--- src/logic/pss_pkg.sv ---
// Purpose: Shared constants and types of the power and shutdown supervisor
// Assumes: 20 MHz module clock
// Notes: Times are kept in their own unit; all cycle counts but UV_GAP_CYC derive from them
`default_nettype none
package pss_pkg;
  localparam int unsigned CLK_HZ = 20000000;
  localparam int unsigned GUARD_S = 120;
  localparam int unsigned CRIT_DELAY_S = 5;
  localparam int unsigned SHUTDOWN_ACTIVE_S = 2;
  localparam int unsigned GUARD_CYC = GUARD_S * CLK_HZ;
  localparam int unsigned CRIT_DELAY_CYC = CRIT_DELAY_S * CLK_HZ;
  localparam int unsigned SHUTDOWN_CYC = SHUTDOWN_ACTIVE_S * CLK_HZ;
  localparam int unsigned UV_REPEAT = 4;
  localparam int unsigned UV_GAP_CYC = 20000000;
  localparam logic [1:0] TEMP_ALERT_PRES_RST = 2'h0;
  localparam logic CRIT_SD_EN_RST = 1'h1;
  localparam logic EXPECT_TR_RST = 1'h1;
  // Temperature level codes, two's complement
  localparam logic [2:0] TEMP_P2 = 3'h2;
  localparam logic [2:0] TEMP_P1 = 3'h1;
  localparam logic [2:0] TEMP_Z0 = 3'h0;
  localparam logic [2:0] TEMP_M1 = 3'h7;
  localparam logic [2:0] TEMP_M2 = 3'h6;
  // Message kinds to the host
  typedef enum logic [2:0] {
    PSS_MSG_NONE = 3'h0,
    PSS_MSG_TEMP = 3'h1,
    PSS_MSG_UNDERV = 3'h2,
    PSS_MSG_OVERV = 3'h3,
    PSS_MSG_SHUTDOWN = 3'h4
  } pss_msg_kind_t;
  typedef struct packed {
    pss_msg_kind_t kind;
    logic [2:0] level;
  } pss_msg_t;
  typedef enum logic [1:0] {
    PSS_INIT = 2'h0,
    PSS_RUN = 2'h1,
    PSS_SHUT = 2'h2,
    PSS_OFF = 2'h3
  } pss_state_t;
  // Configuration held in non-volatile storage
  typedef struct packed {
    logic alert_always;
    logic crit_sd_en;
    logic expect_tr;
  } pss_cfg_t;
endpackage
`default_nettype wire

--- src/logic/pss_supervisor.sv ---
// Purpose: Startup completion, orderly shutdown, temperature and supply alerts, sleep entry
// Assumes: One 20 MHz clock, synchronous active-high reset, monitor inputs are async
// Notes: Pin-side inputs pass two flip-flops, the temperature code three; the stored configuration survives reset
// Summary of operation
// - Ready only after status lines driven low
// - Pin configuration latched only at power cycle
// - Three shutdown sources: command, pin, faults
// - Command shutdown stays active two seconds
// - Switch-off ends with reference low, message
// - Automatic shutdown uses same orderly sequence
// - Alert on temperature range change if critical, configured or in guard
// - Warning alerts always, or within guard
// - Critical alert shuts down five seconds later
// - Critical alerts presented unconditionally
// - Levels encoded as 2,1,0,-1,-2
// - Undervoltage warning near minimum supply
// - Persistent undervoltage repeats, then switches off
// - Supply warnings need no enabling
// - Overvoltage warning once per approach
// - Defer thermal shutdown in guard or call
// - Call within guard extends guard
// - Deferred: alerts continue, shutdown suppressed
// - On resume, out of range shuts immediately
// - Sleep only with idle ports, configured
// - Expect-ready gates sleep and discards data
// - Clear line signals wake and readiness
`default_nettype none
module pss_supervisor
  import pss_pkg::*;
#(
  parameter int unsigned GUARD_CYCLES = GUARD_CYC,
  parameter int unsigned CRIT_CYCLES = CRIT_DELAY_CYC,
  parameter int unsigned SHUT_CYCLES = SHUTDOWN_CYC,
  parameter int unsigned UV_GAP_CYCLES = UV_GAP_CYC
) (
  // Clock, reset and enable
  input wire logic clk_i,
  input wire logic sys_rst_i,
  input wire logic clk_en_i,
  // Stored configuration and its write strobe
  input wire pss_cfg_t cfg_wr_data_i,
  input wire logic cfg_wr_i,
  // Firmware and host requests
  input wire logic fw_init_done_i,
  input wire logic power_down_command_i,
  input wire logic fast_shutdown_pin_i,
  input wire logic emergency_call_i,
  input wire logic port0_request_in_i,
  input wire logic sleep_config_i,
  input wire logic ports_idle_i,
  input wire logic usb_tx_pending_i,
  input wire logic host_ready_i,
  // Monitors
  input wire logic [2:0] board_temp_level_i,
  input wire logic undervoltage_near_i,
  input wire logic overvoltage_near_i,
  // Outputs
  output logic port0_clear_out_o,
  output logic port0_set_ready_o,
  output logic port0_ring_indicator_o,
  output logic ready_o,
  output logic io_reference_out_o,
  output pss_msg_t msg_o,
  output logic msg_valid_o,
  output logic sleep_o,
  output logic discard_tx_o,
  output pss_cfg_t active_cfg_o
);

  function automatic logic is_crit(input logic [2:0] lv);
    return (lv == TEMP_P2) || (lv == TEMP_M2);
  endfunction

  // Input synchronisers
  logic [1:0] s_fast, s_call, s_rts, s_uv, s_ov, s_idle, s_pend, s_hrdy;
  logic [2:0] s_t0, s_t1, s_t2, temp_q;
  always_ff @(posedge clk_i) begin
    if (sys_rst_i) begin
      s_fast <= 2'h3;
      s_rts <= 2'h3;
      {s_call, s_uv, s_ov, s_idle, s_pend, s_hrdy} <= 12'h000;
      s_t0 <= 3'h0;
      s_t1 <= 3'h0;
      s_t2 <= 3'h0;
      temp_q <= TEMP_Z0;
    end else if (clk_en_i) begin
      s_fast <= {s_fast[0], fast_shutdown_pin_i};
      s_call <= {s_call[0], emergency_call_i};
      s_rts <= {s_rts[0], port0_request_in_i};
      s_uv <= {s_uv[0], undervoltage_near_i};
      s_ov <= {s_ov[0], overvoltage_near_i};
      s_idle <= {s_idle[0], ports_idle_i};
      s_pend <= {s_pend[0], usb_tx_pending_i};
      s_hrdy <= {s_hrdy[0], host_ready_i};
      s_t0 <= board_temp_level_i;
      s_t1 <= s_t0;
      s_t2 <= s_t1;
      // A level counts only once two samples agree, so a torn code word never passes
      if (s_t1 == s_t2) temp_q <= s_t1;
    end
  end
  wire logic fast_n = s_fast[1];
  wire logic call = s_call[1];
  wire logic [2:0] temp = temp_q;

  // State of the supervisor
  pss_state_t state, next_state;
  // Stored copy starts at the defaults at power-up and is never cleared by reset
  pss_cfg_t nv_cfg = '{alert_always: TEMP_ALERT_PRES_RST[0], crit_sd_en: CRIT_SD_EN_RST,
                       expect_tr: EXPECT_TR_RST};
  pss_cfg_t act_cfg, next_nv_cfg, next_act_cfg;
  logic cfg_loaded, next_cfg_loaded;
  logic [31:0] guard_cnt, next_guard_cnt, crit_cnt, next_crit_cnt, shut_cnt, next_shut_cnt;
  logic [31:0] uv_cnt, next_uv_cnt;
  logic [2:0] uv_sent, next_uv_sent, last_temp, next_last_temp;
  logic crit_arm, next_crit_arm, ov_sent, next_ov_sent, rts_prev, next_rts_prev;
  logic clear_o, next_clear_o, dsr_o, next_dsr_o, ring_o, next_ring_o, ready, next_ready;
  logic vref, next_vref, mval, next_mval, sleep, next_sleep, disc, next_disc;
  pss_msg_t msg, next_msg;
  logic guard, deferred, crit_due, uv_due;

  // Next-state computation
  always_comb begin
    next_state = state;
    next_nv_cfg = nv_cfg;
    next_act_cfg = act_cfg;
    next_cfg_loaded = 1'h1;
    next_guard_cnt = guard_cnt;
    next_crit_cnt = crit_cnt;
    next_shut_cnt = shut_cnt;
    next_uv_cnt = uv_cnt;
    next_uv_sent = uv_sent;
    next_last_temp = temp;
    next_crit_arm = crit_arm;
    next_ov_sent = ov_sent;
    next_rts_prev = s_rts[1];
    next_clear_o = clear_o;
    next_dsr_o = dsr_o;
    next_ring_o = ring_o;
    next_ready = ready;
    next_vref = vref;
    next_mval = 1'h0;
    next_msg = msg;
    next_sleep = sleep;
    next_disc = 1'h0;
    // Stored value changes only the non-volatile copy
    if (cfg_wr_i) next_nv_cfg = cfg_wr_data_i;
    if (!cfg_loaded) next_act_cfg = nv_cfg;
    // Guard counted from reset release; a call running at its last cycle holds it open,
    // while a call started after expiry does not reopen it
    guard = guard_cnt < GUARD_CYCLES;
    if (guard_cnt < GUARD_CYCLES && !(call && guard_cnt == GUARD_CYCLES - 1)) begin
      next_guard_cnt = guard_cnt + 32'h1;
    end
    deferred = guard || call;
    crit_due = crit_arm && crit_cnt >= CRIT_CYCLES;
    uv_due = s_uv[1] && uv_cnt >= UV_GAP_CYCLES;
    unique case (state)
      PSS_INIT: begin
        next_clear_o = 1'h1;
        next_dsr_o = 1'h1;
        next_ring_o = 1'h1;
        if (fw_init_done_i) begin
          next_clear_o = 1'h0;
          next_dsr_o = 1'h0;
          next_ring_o = 1'h0;
          next_state = PSS_RUN;
        end
      end
      PSS_RUN: begin
        next_ready = !clear_o && !dsr_o && !ring_o;
        // Temperature alerts on code change only
        if (temp != last_temp) begin
          if (is_crit(temp) || act_cfg.alert_always || guard) begin
            next_mval = 1'h1;
            next_msg = '{kind: PSS_MSG_TEMP, level: temp};
          end
          if (is_crit(temp)) begin
            next_crit_arm = 1'h1;
            next_crit_cnt = 32'h0;
          end else begin
            next_crit_arm = 1'h0;
          end
        end else if (crit_arm && crit_cnt < CRIT_CYCLES) begin
          next_crit_cnt = crit_cnt + 32'h1;
        end
        // Supply warnings, always enabled
        if (s_ov[1] && !ov_sent && !next_mval) begin
          next_mval = 1'h1;
          next_msg = '{kind: PSS_MSG_OVERV, level: 3'h0};
          next_ov_sent = 1'h1;
        end else if (!s_ov[1]) begin
          next_ov_sent = 1'h0;
        end
        if (!s_uv[1]) begin
          next_uv_cnt = UV_GAP_CYCLES;
          next_uv_sent = 3'h0;
        end else if (uv_due && !next_mval) begin
          next_mval = 1'h1;
          next_msg = '{kind: PSS_MSG_UNDERV, level: 3'h0};
          next_uv_sent = uv_sent + 3'h1;
          next_uv_cnt = 32'h0;
        end else if (uv_cnt < UV_GAP_CYCLES) begin
          next_uv_cnt = uv_cnt + 32'h1;
        end
        // Sleep entry and wake on request falling edge
        next_disc = act_cfg.expect_tr && !s_hrdy[1] && s_pend[1];
        // Stays awake while the host holds its request active after a wake
        if (s_idle[1] && sleep_config_i && s_rts[1] && !(act_cfg.expect_tr && s_pend[1])) begin
          next_sleep = 1'h1;
        end
        if (sleep && rts_prev && !s_rts[1]) begin
          next_sleep = 1'h0;
          next_clear_o = 1'h0;
        end else if (sleep) begin
          next_clear_o = 1'h1;
        end else begin
          next_clear_o = 1'h0;
        end
        // Shutdown sources, all through the same orderly sequence
        if (power_down_command_i || !fast_n || (uv_sent >= UV_REPEAT[2:0] && uv_due) ||
            (crit_due && !deferred && act_cfg.crit_sd_en)) begin
          next_state = PSS_SHUT;
          next_shut_cnt = 32'h0;
          next_sleep = 1'h0;
          next_ready = 1'h0;
        end
      end
      PSS_SHUT: begin
        next_shut_cnt = shut_cnt + 32'h1;
        if (shut_cnt >= SHUT_CYCLES - 1) begin
          next_state = PSS_OFF;
          next_vref = 1'h0;
          next_mval = 1'h1;
          next_msg = '{kind: PSS_MSG_SHUTDOWN, level: 3'h0};
        end
      end
      PSS_OFF: begin
        next_vref = 1'h0;
      end
    endcase
  end

  // State registers
  always_ff @(posedge clk_i) begin
    if (sys_rst_i) begin
      state <= PSS_INIT;
      // Stored copy is left alone: it must outlive the power cycle it configures
      act_cfg <= '{alert_always: TEMP_ALERT_PRES_RST[0], crit_sd_en: CRIT_SD_EN_RST,
                   expect_tr: EXPECT_TR_RST};
      cfg_loaded <= 1'h0;
      {guard_cnt, crit_cnt, shut_cnt, uv_cnt} <= 128'h0;
      uv_sent <= 3'h0;
      last_temp <= TEMP_Z0;
      {crit_arm, ov_sent, ready, mval, sleep, disc} <= 6'h00;
      rts_prev <= 1'h1;
      {clear_o, dsr_o, ring_o, vref} <= 4'hf;
      msg <= '{kind: PSS_MSG_NONE, level: 3'h0};
    end else if (clk_en_i) begin
      state <= next_state;
      nv_cfg <= next_nv_cfg;
      act_cfg <= next_act_cfg;
      cfg_loaded <= next_cfg_loaded;
      guard_cnt <= next_guard_cnt;
      crit_cnt <= next_crit_cnt;
      shut_cnt <= next_shut_cnt;
      uv_cnt <= next_uv_cnt;
      uv_sent <= next_uv_sent;
      last_temp <= next_last_temp;
      crit_arm <= next_crit_arm;
      ov_sent <= next_ov_sent;
      rts_prev <= next_rts_prev;
      clear_o <= next_clear_o;
      dsr_o <= next_dsr_o;
      ring_o <= next_ring_o;
      ready <= next_ready;
      vref <= next_vref;
      mval <= next_mval;
      msg <= next_msg;
      sleep <= next_sleep;
      disc <= next_disc;
    end
  end

  assign port0_clear_out_o = clear_o;
  assign port0_set_ready_o = dsr_o;
  assign port0_ring_indicator_o = ring_o;
  assign ready_o = ready;
  assign io_reference_out_o = vref;
  assign msg_o = msg;
  assign msg_valid_o = mval;
  assign sleep_o = sleep;
  assign discard_tx_o = disc;
  assign active_cfg_o = act_cfg;

  // Checks
  AST_READY_LINES: assert property (@(posedge clk_i) disable iff (sys_rst_i)
    ready |-> (!dsr_o && !ring_o)) else $error("ready with status lines high");
  AST_OFF_VREF: assert property (@(posedge clk_i) disable iff (sys_rst_i)
    (state == PSS_OFF) |-> !vref) else $error("reference high after switch-off");
  AST_SHUT_MSG: assert property (@(posedge clk_i) disable iff (sys_rst_i)
    (clk_en_i && state == PSS_SHUT && next_state == PSS_OFF) |=> (mval &&
    msg.kind == PSS_MSG_SHUTDOWN)) else $error("no shutdown message");
  AST_PIN_SHUT: assert property (@(posedge clk_i) disable iff (sys_rst_i)
    (clk_en_i && state == PSS_RUN && !fast_n) |=> state == PSS_SHUT)
    else $error("fast pin ignored");
  AST_DEFER: assert property (@(posedge clk_i) disable iff (sys_rst_i)
    (clk_en_i && state == PSS_RUN && call && !power_down_command_i && fast_n && !uv_due)
    |=> state != PSS_SHUT) else $error("shutdown during call");
  AST_CRIT_MSG: assert property (@(posedge clk_i) disable iff (sys_rst_i)
    (clk_en_i && state == PSS_RUN && temp != last_temp && is_crit(temp)) |=>
    (mval && msg.level == $past(temp))) else $error("critical alert missing");
  AST_NO_WARN: assert property (@(posedge clk_i) disable iff (sys_rst_i)
    (clk_en_i && state == PSS_RUN && !guard && !act_cfg.alert_always && !is_crit(temp))
    |=> !(mval && msg.kind == PSS_MSG_TEMP)) else $error("warning outside guard");
  AST_SLEEP_IDLE: assert property (@(posedge clk_i) disable iff (sys_rst_i)
    (clk_en_i && !sleep && !s_idle[1]) |=> !sleep) else $error("sleep with busy port");
endmodule
`default_nettype wire

--- config.mk ---
export PLATFORM = sky130hd
export DESIGN_NAME = pss_supervisor
export DESIGN_NICKNAME = d
export VERILOG_FILES = /design/src/logic/pss_pkg.sv /design/src/logic/pss_supervisor.sv
export SDC_FILE = /design/constraint.sdc
export NUM_CORES = 1
export LEC_CHECK = 0
export BUFFER_PORTS_ARGS = -buffer_cell sky130_fd_sc_hd__buf_2
export CAP_MARGIN = 20
export CORE_ASPECT_RATIO = 1.5
export CORE_MARGIN = 1.5
export CORE_UTILIZATION = 45
export DETAILED_ROUTE_END_ITERATION = 16
export PLACE_DENSITY_LB_ADDON = 0.1
export SYNTH_ARGS = -nofsm -noshare
export SYNTH_HDL_FRONTEND = slang
export SYNTH_SLANG_ARGS = --single-unit
--- constraint.sdc ---
create_clock -name clk_i -period 2.55 [get_ports clk_i]
set_input_delay 0 -clock clk_i [delete_from_list [all_inputs] [get_ports clk_i]]
set_output_delay 0 -clock clk_i [all_outputs]
set_load 0.05 [all_outputs]
Word level (Yosys, flattened, before mapping):

Cells that the tools add are included.

* flip-flop bits (word level): 187
* bits of input ports: 21
* output and inout bits: 17
* word-level logic and storage cells: 174

* $add $sub $neg: 5
* magnitude comparators: 7
* eq/ne operators: 15
* muxes and demuxes: 44
* bitwise logic cells: 2
* reductions and logical operators: 63

Operators by type and width (count)
* two-way mux 32 bit: 7
* adder 32 x 1 -> 32 bit, second input constant: 4
* case mux 32 bit (2 select lines): 1
* two-way mux 6 bit: 6
* == test 32 bit, second input constant: 1
* greater-or-equal comparator 32 x 25 -> 1 bit, second input constant: 1
* greater-or-equal comparator 32 x 26 -> 1 bit, second input constant: 1
* greater-or-equal comparator 32 x 27 -> 1 bit, second input constant: 1
* less-than comparator 32 x 25 -> 1 bit, second input constant: 1
* less-than comparator 32 x 27 -> 1 bit, second input constant: 1
* less-than comparator 32 bit, second input constant: 1
* AND reduction 3 bit: 9
* logical AND 1 bit: 21
* two-way mux 1 bit: 20
* case mux 6 bit (2 select lines): 1
* AND reduction 2 bit: 6
* logical NOT 1 bit: 11
* nonzero test 2 bit: 4
* logical OR 1 bit: 7
* two-way mux 2 bit: 3
* two-way mux 3 bit: 2
* != test 2 x 1 -> 1 bit, second input constant: 3
* != test 2 bit, second input constant: 3
* case mux 1 bit (2 select lines): 3
* 15 further kinds: 18

Logic depth before layout (Yosys ltp):

* word-level depth: 16
* depth in mapped cells: 10
* mapped depth without buffers: 8

Worst setup path after synthesis:

Ideal clock, no wire load.

* kind: reg-to-reg
* from: register guard_cnt[21]
* to: register state[0]
* library setup time: 0.121 ns
* arrival: 2.458 ns
* data required time: 2.429 ns
* slack: -0.029 ns
* stages on the path, launching flop included: 8
* path buffers: 0
* clock period less this slack: 2.579 ns
* cell sequence: dfxtp_1 > or4_4 > nor4_4 > nand3_1 > a211oi_2 > nor2_1 > a2111oi_4 > mux2_2

* longest elaborated chain between the ends: 8

Ends and longest elaborated chain
* start, declared: line pss_supervisor.sv:113 `logic [31:0] guard_cnt, next_guard_cnt, crit_cnt, next_crit_cnt, shut_cnt, next_shut_cnt;`
* start signal, assigned: line pss_supervisor.sv:264 `guard_cnt <= next_guard_cnt;`
* less-than comparator 32 bit: line pss_supervisor.sv:151 `guard = guard_cnt < GUARD_CYCLES;`
* logical OR 1 bit: line pss_supervisor.sv:155 `deferred = guard || call;`
* logical NOT 1 bit: line pss_supervisor.sv:222 `(crit_due && !deferred && act_cfg.crit_sd_en)) begin`
* logical AND 1 bit (2 in a row): line pss_supervisor.sv:222
* logical OR 1 bit: line pss_supervisor.sv:221 `if (power_down_command_i || !fast_n || (uv_sent >= UV_REPEAT[2:0] && uv_due) ||`
* != test 2 bit (no line)
* AND reduction 5 bit (no line)
* end signal, assigned: line pss_supervisor.sv:260 `state <= next_state;`
* end, declared: line pss_supervisor.sv:107 `pss_state_t state, next_state;`

Every way passes these cells.
A chain may end at the register's enable or synchronous reset.

Final worst setup path:

* from: register guard_cnt[21]
* to: register shut_cnt[25]

* longest elaborated chain between the ends: 8

Ends and longest elaborated chain
* less-than comparator 32 bit: line pss_supervisor.sv:151
* logical OR 1 bit: line pss_supervisor.sv:155
* logical NOT 1 bit: line pss_supervisor.sv:222
* logical AND 1 bit (2 in a row): line pss_supervisor.sv:222
* logical OR 1 bit: line pss_supervisor.sv:221
* != test 2 bit (no line)
* AND reduction 3 bit (no line)
* end signal, assigned: line pss_supervisor.sv:266 `shut_cnt <= next_shut_cnt;`
* end, declared: line pss_supervisor.sv:113

Every way passes these cells.

==> results.txt <==
The maximum frequency from static timing analysis came out at 404 MHz. Routability-driven placement finished with a final weighted congestion of ~0.80. The total number of nets in the final design came out at 1178. The count of nets left with antenna violations after detail routing came out at 0. The portion of synthesized cell area occupied by the leading cell type came out at 0.414.

The depth of the worst hold-timing path is 4. The max-capacitance violation count came out at 0. The number of DRC violations after detailed routing is 0.

After detailed routing, the number of vias per cell comes to 5.44. The clock latency at the later pin of the worst-skew pair is 0.44 ns. The worst setup path is launched from a flip-flop. The die height is approximately 180 µm. The global-route usage over all layers came out at 0.208. In this run, CTS created clock tree buffers numbering 17. The maximum fanout along the worst path came out at 10. The number of antenna violations at the first check in global routing came out at 0.

The slew at the pin closest to its max-slew limit came out at between 0.6 and 0.7 ns. The count of cells in the finished layout, fillers not included, comes to roughly 1.4k. The number of antenna repair diodes is 0. The commonest non-fill, non-tap cell in the layout is sky130_fd_sc_hd__dfxtp_1. Entering global routing, the biggest net connects about 50 pins. The die boundary width is approximately 120 µm. The endpoint arrival time on the critical path is 2.86 ns.

The number of placed instances with taps included came out at 1361. The number of search-and-repair iterations in the first detailed-routing pass is 7. STA classifies the critical path endpoint as a flip-flop. The share of cells above drive strength 1 came out at 0.162. The maximum clock insertion buffer count came out at 2. The worst hold slack across all endpoints is approximately 0.035 ns. Setup repair after global routing could not meet its margin everywhere. The via count came out at 7693. The layout-stage area growth over the synthesis result came out at 20.9%.

After synthesis, the cell types taking the most area are sky130_fd_sc_hd__dfxtp_1, sky130_fd_sc_hd__nor2_1, sky130_fd_sc_hd__mux2i_1. In the synthesized netlist the dominant register cell turns out to be sky130_fd_sc_hd__dfxtp_1. The top cell types in the final layout, fill and taps aside, are sky130_fd_sc_hd__dfxtp_1, sky130_fd_sc_hd__nor2_1, sky130_fd_sc_hd__nand2_1, sky130_fd_sc_hd__buf_4, sky130_fd_sc_hd__a21oi_1. After layout, the minimum clock period comes to roughly 2.5 ns. The number of clock sinks came out at 187. The synthesized area is around 9000 µm². The clock transition at the registers of the reported paths is ~0.080 ns. The count of final max-slew check failures is 0.

The worst hold path terminates at io_reference_out_o. Buffers placed on the I/O ports in this run total 37. Clock tree synthesis selected as its root buffer the cell sky130_fd_sc_hd__clkbuf_16.

The areal power density over the cells is a little under 600 nW/µm². Of the available clock period, the critical path in the final layout requires 0.971. The die outline area came out at slightly above 20000 µm². The utilization after layout came out at 0.559.

Setup violations remaining at the end of the flow were counted as 0. The worst slew margin relative to its limit came out at 0.546. The maximum vdd ir drop came out at 0.000418 V. The static leakage power is 0.00398 µW. The register bit total from synthesis is 187. The TritonCTS clock tree is done.

The via count of the first global-routing pass is 7446. The required time of the critical path is 2.93 ns. The depth of the most critical reg-to-reg path is 10. The initial detailed-routing violation count came out at 375. In this run the most critical hold path is launched from clk_en_i. The part of the Yosys area used for sequential elements is 0.424. The number of cells produced by synthesis came out at ~1.0k. The placeable core area came out at just under 20000 µm².

The initial utilization of the core area, before any placement, comes to 0.462. A synthesized cell averages roughly 8.5 µm². The setup clock skew after layout is 0.0140 ns. The number of warnings reported in the yosys synthesis log is 0. The first-pass GRT wire length came out at approximately 35000 µm. For this run the aggregate overflow at the end of global routing stands at 0.

In this run the critical register-to-register path is launched from guard_cnt[21]. The aggregate routed wire length is around 21000 µm. The async set or reset register ratio after synthesis came out at 0. The synthesized design spends more area on one cell type than any other, namely sky130_fd_sc_hd__dfxtp_1. The post-synth net total is between 1k and 1.5k.

The endpoint identified for the worst register-to-register timing path is shut_cnt[25]. The setup slack on the worst flop-to-flop path is approximately 0.073 ns. The setup path with the least slack is of type flip-flop to flip-flop. The sum of net half-perimeters after detailed placement is 14800 µm.

The routed wirelength normalized by instance count is about 15 µm. In this run the worst hold path is classified as primary input to flip-flop. The row count came out at between 60 and 70. The count of boundary I/O pins is 38. In the final timing run, aggregate negative setup slack is 0 ns. The number of flops mapped to enable cells by yosys is 3. The number of H-tree levels is 4.

The run finished with clean final reports. The distinct cell type count after synthesis is 66. The number of failing hold endpoints at the final stage is 0.
synthesized netlist by cell type, types with 8 or more instances:
cell type	n
sky130_fd_sc_hd__dfxtp_1	184
sky130_fd_sc_hd__ha_1	13
sky130_fd_sc_hd__nor2_1	150
sky130_fd_sc_hd__and4_1	9
sky130_fd_sc_hd__o21ai_0	36
sky130_fd_sc_hd__xnor2_1	35
sky130_fd_sc_hd__mux2i_1	39
sky130_fd_sc_hd__and3_1	29
sky130_fd_sc_hd__inv_1	23
sky130_fd_sc_hd__nand3_1	40
sky130_fd_sc_hd__xor2_1	39
sky130_fd_sc_hd__nand2_1	92
sky130_fd_sc_hd__or3_1	18
sky130_fd_sc_hd__a31oi_1	11
sky130_fd_sc_hd__o21a_1	10
sky130_fd_sc_hd__o2111ai_1	13
sky130_fd_sc_hd__nor3_1	25
sky130_fd_sc_hd__nand4_1	33
sky130_fd_sc_hd__and2_1	18
sky130_fd_sc_hd__nor2b_1	8
sky130_fd_sc_hd__nor4_1	28
sky130_fd_sc_hd__clkbuf_1	39
sky130_fd_sc_hd__nand3b_1	8
sky130_fd_sc_hd__a21oi_1	49
flip-flops by register name, indices dropped and copies added, names as in the netlist, 6 cells and up:
register and flops:
msg_o 6, guard_cnt 32, crit_cnt 32, shut_cnt 32, uv_cnt 32
final cells by class:
type	instances	area (µm²)
tap	256	320
timing repair buffer	132	997
fill	1846	8490
clock buffer	17	425
inverter	24	90.1
multi-input combinational	782	4930
sequential	187	3770
clock inverter	15	215
metrics by stage:
step           total power (µW)  worst slack, ns  instance area [µm²]
5_1_grt                    6570          -0.0522                10800
6_report                   6330           0.0732                10800
4_1_cts                    6390           0.0219                10700
2_1_floorplan              3400          0.00440                 8890
3_3_place_gp               3580          -0.0122                 9830
3_5_place_dp               3580          -0.0292                 9830
power breakdown:
part / switching (µW) / internal (µW)
registers: 48.8 / 2980
logic: 303 / 202
clock network: 1350 / 1440
metal layers:
layer | vias to the layer above | track usage | wire length [µm]
met1 | 3624 | 0.244 | 9320
met2 | 104 | 0.376 | 10700
met5 | - | 0 | 0
met3 | 36 | 0.0366 | 451
met4 | 0 | 0.0808 | 500
li1 | 3929 | - | -
how the worst max path moves through the flow:
| stage | start | to | slack (ns) | depth (start not counted) |
|---|---|---|---|---|
| after floorplan | guard_cnt[21] | shut_cnt[14] | 0.004 | 8 |
| after global placement | guard_cnt[21] | shut_cnt[14] | -0.01 | 9 |
| after detailed placement | guard_cnt[21] | shut_cnt[7] | -0.03 | 9 |
| after CTS | crit_cnt[31] | shut_cnt[2] | 0.02 | 11 |
| after global routing | guard_cnt[21] | uv_cnt[25] | -0.05 | 8 |
| final | guard_cnt[21] | shut_cnt[25] | 0.07 | 10 |
worst max-delay path: stages, from the launching register on:
cell	delay (ns)
sky130_fd_sc_hd__dfxtp_1	0.31
sky130_fd_sc_hd__or4_4	0.55
sky130_fd_sc_hd__o21a_1	0.22
sky130_fd_sc_hd__o21ai_1	0.21
sky130_fd_sc_hd__a211oi_2	0.10
sky130_fd_sc_hd__buf_4	0.17
sky130_fd_sc_hd__buf_12	0.14
sky130_fd_sc_hd__buf_4	0.13
sky130_fd_sc_hd__o2111ai_2	0.28
sky130_fd_sc_hd__o21ai_0	0.17
sky130_fd_sc_hd__a21oi_2	0.14
cell families (layout without fill, tap and decap cells):
kind of cell / Yosys count / count (layout) / share of synthesized area
flip-flops: 187 / 187 / 0.424
adder cells (fa/ha/maj): 13 / 13 / 0.0183
AND/OR/NAND/NOR: 474 / 474 / 0.265
AO/OA/AOI/OAI: 180 / 181 / 0.141
buffers and inverters: 75 / 188 / 0.0336
multiplexers: 40 / 40 / 0.0452
XOR/XNOR: 74 / 74 / 0.0729
what timing repair did:
item	CTS	global route
gates resized for setup	2	13
setup endpoints to repair	8	38
gates cloned	0	1
endpoints found under the hold margin	36	0
buffers inserted	0	2
hold buffers	17	0
pin swaps	1	3
No activity file was read; power rests on OpenSTA's default activity.
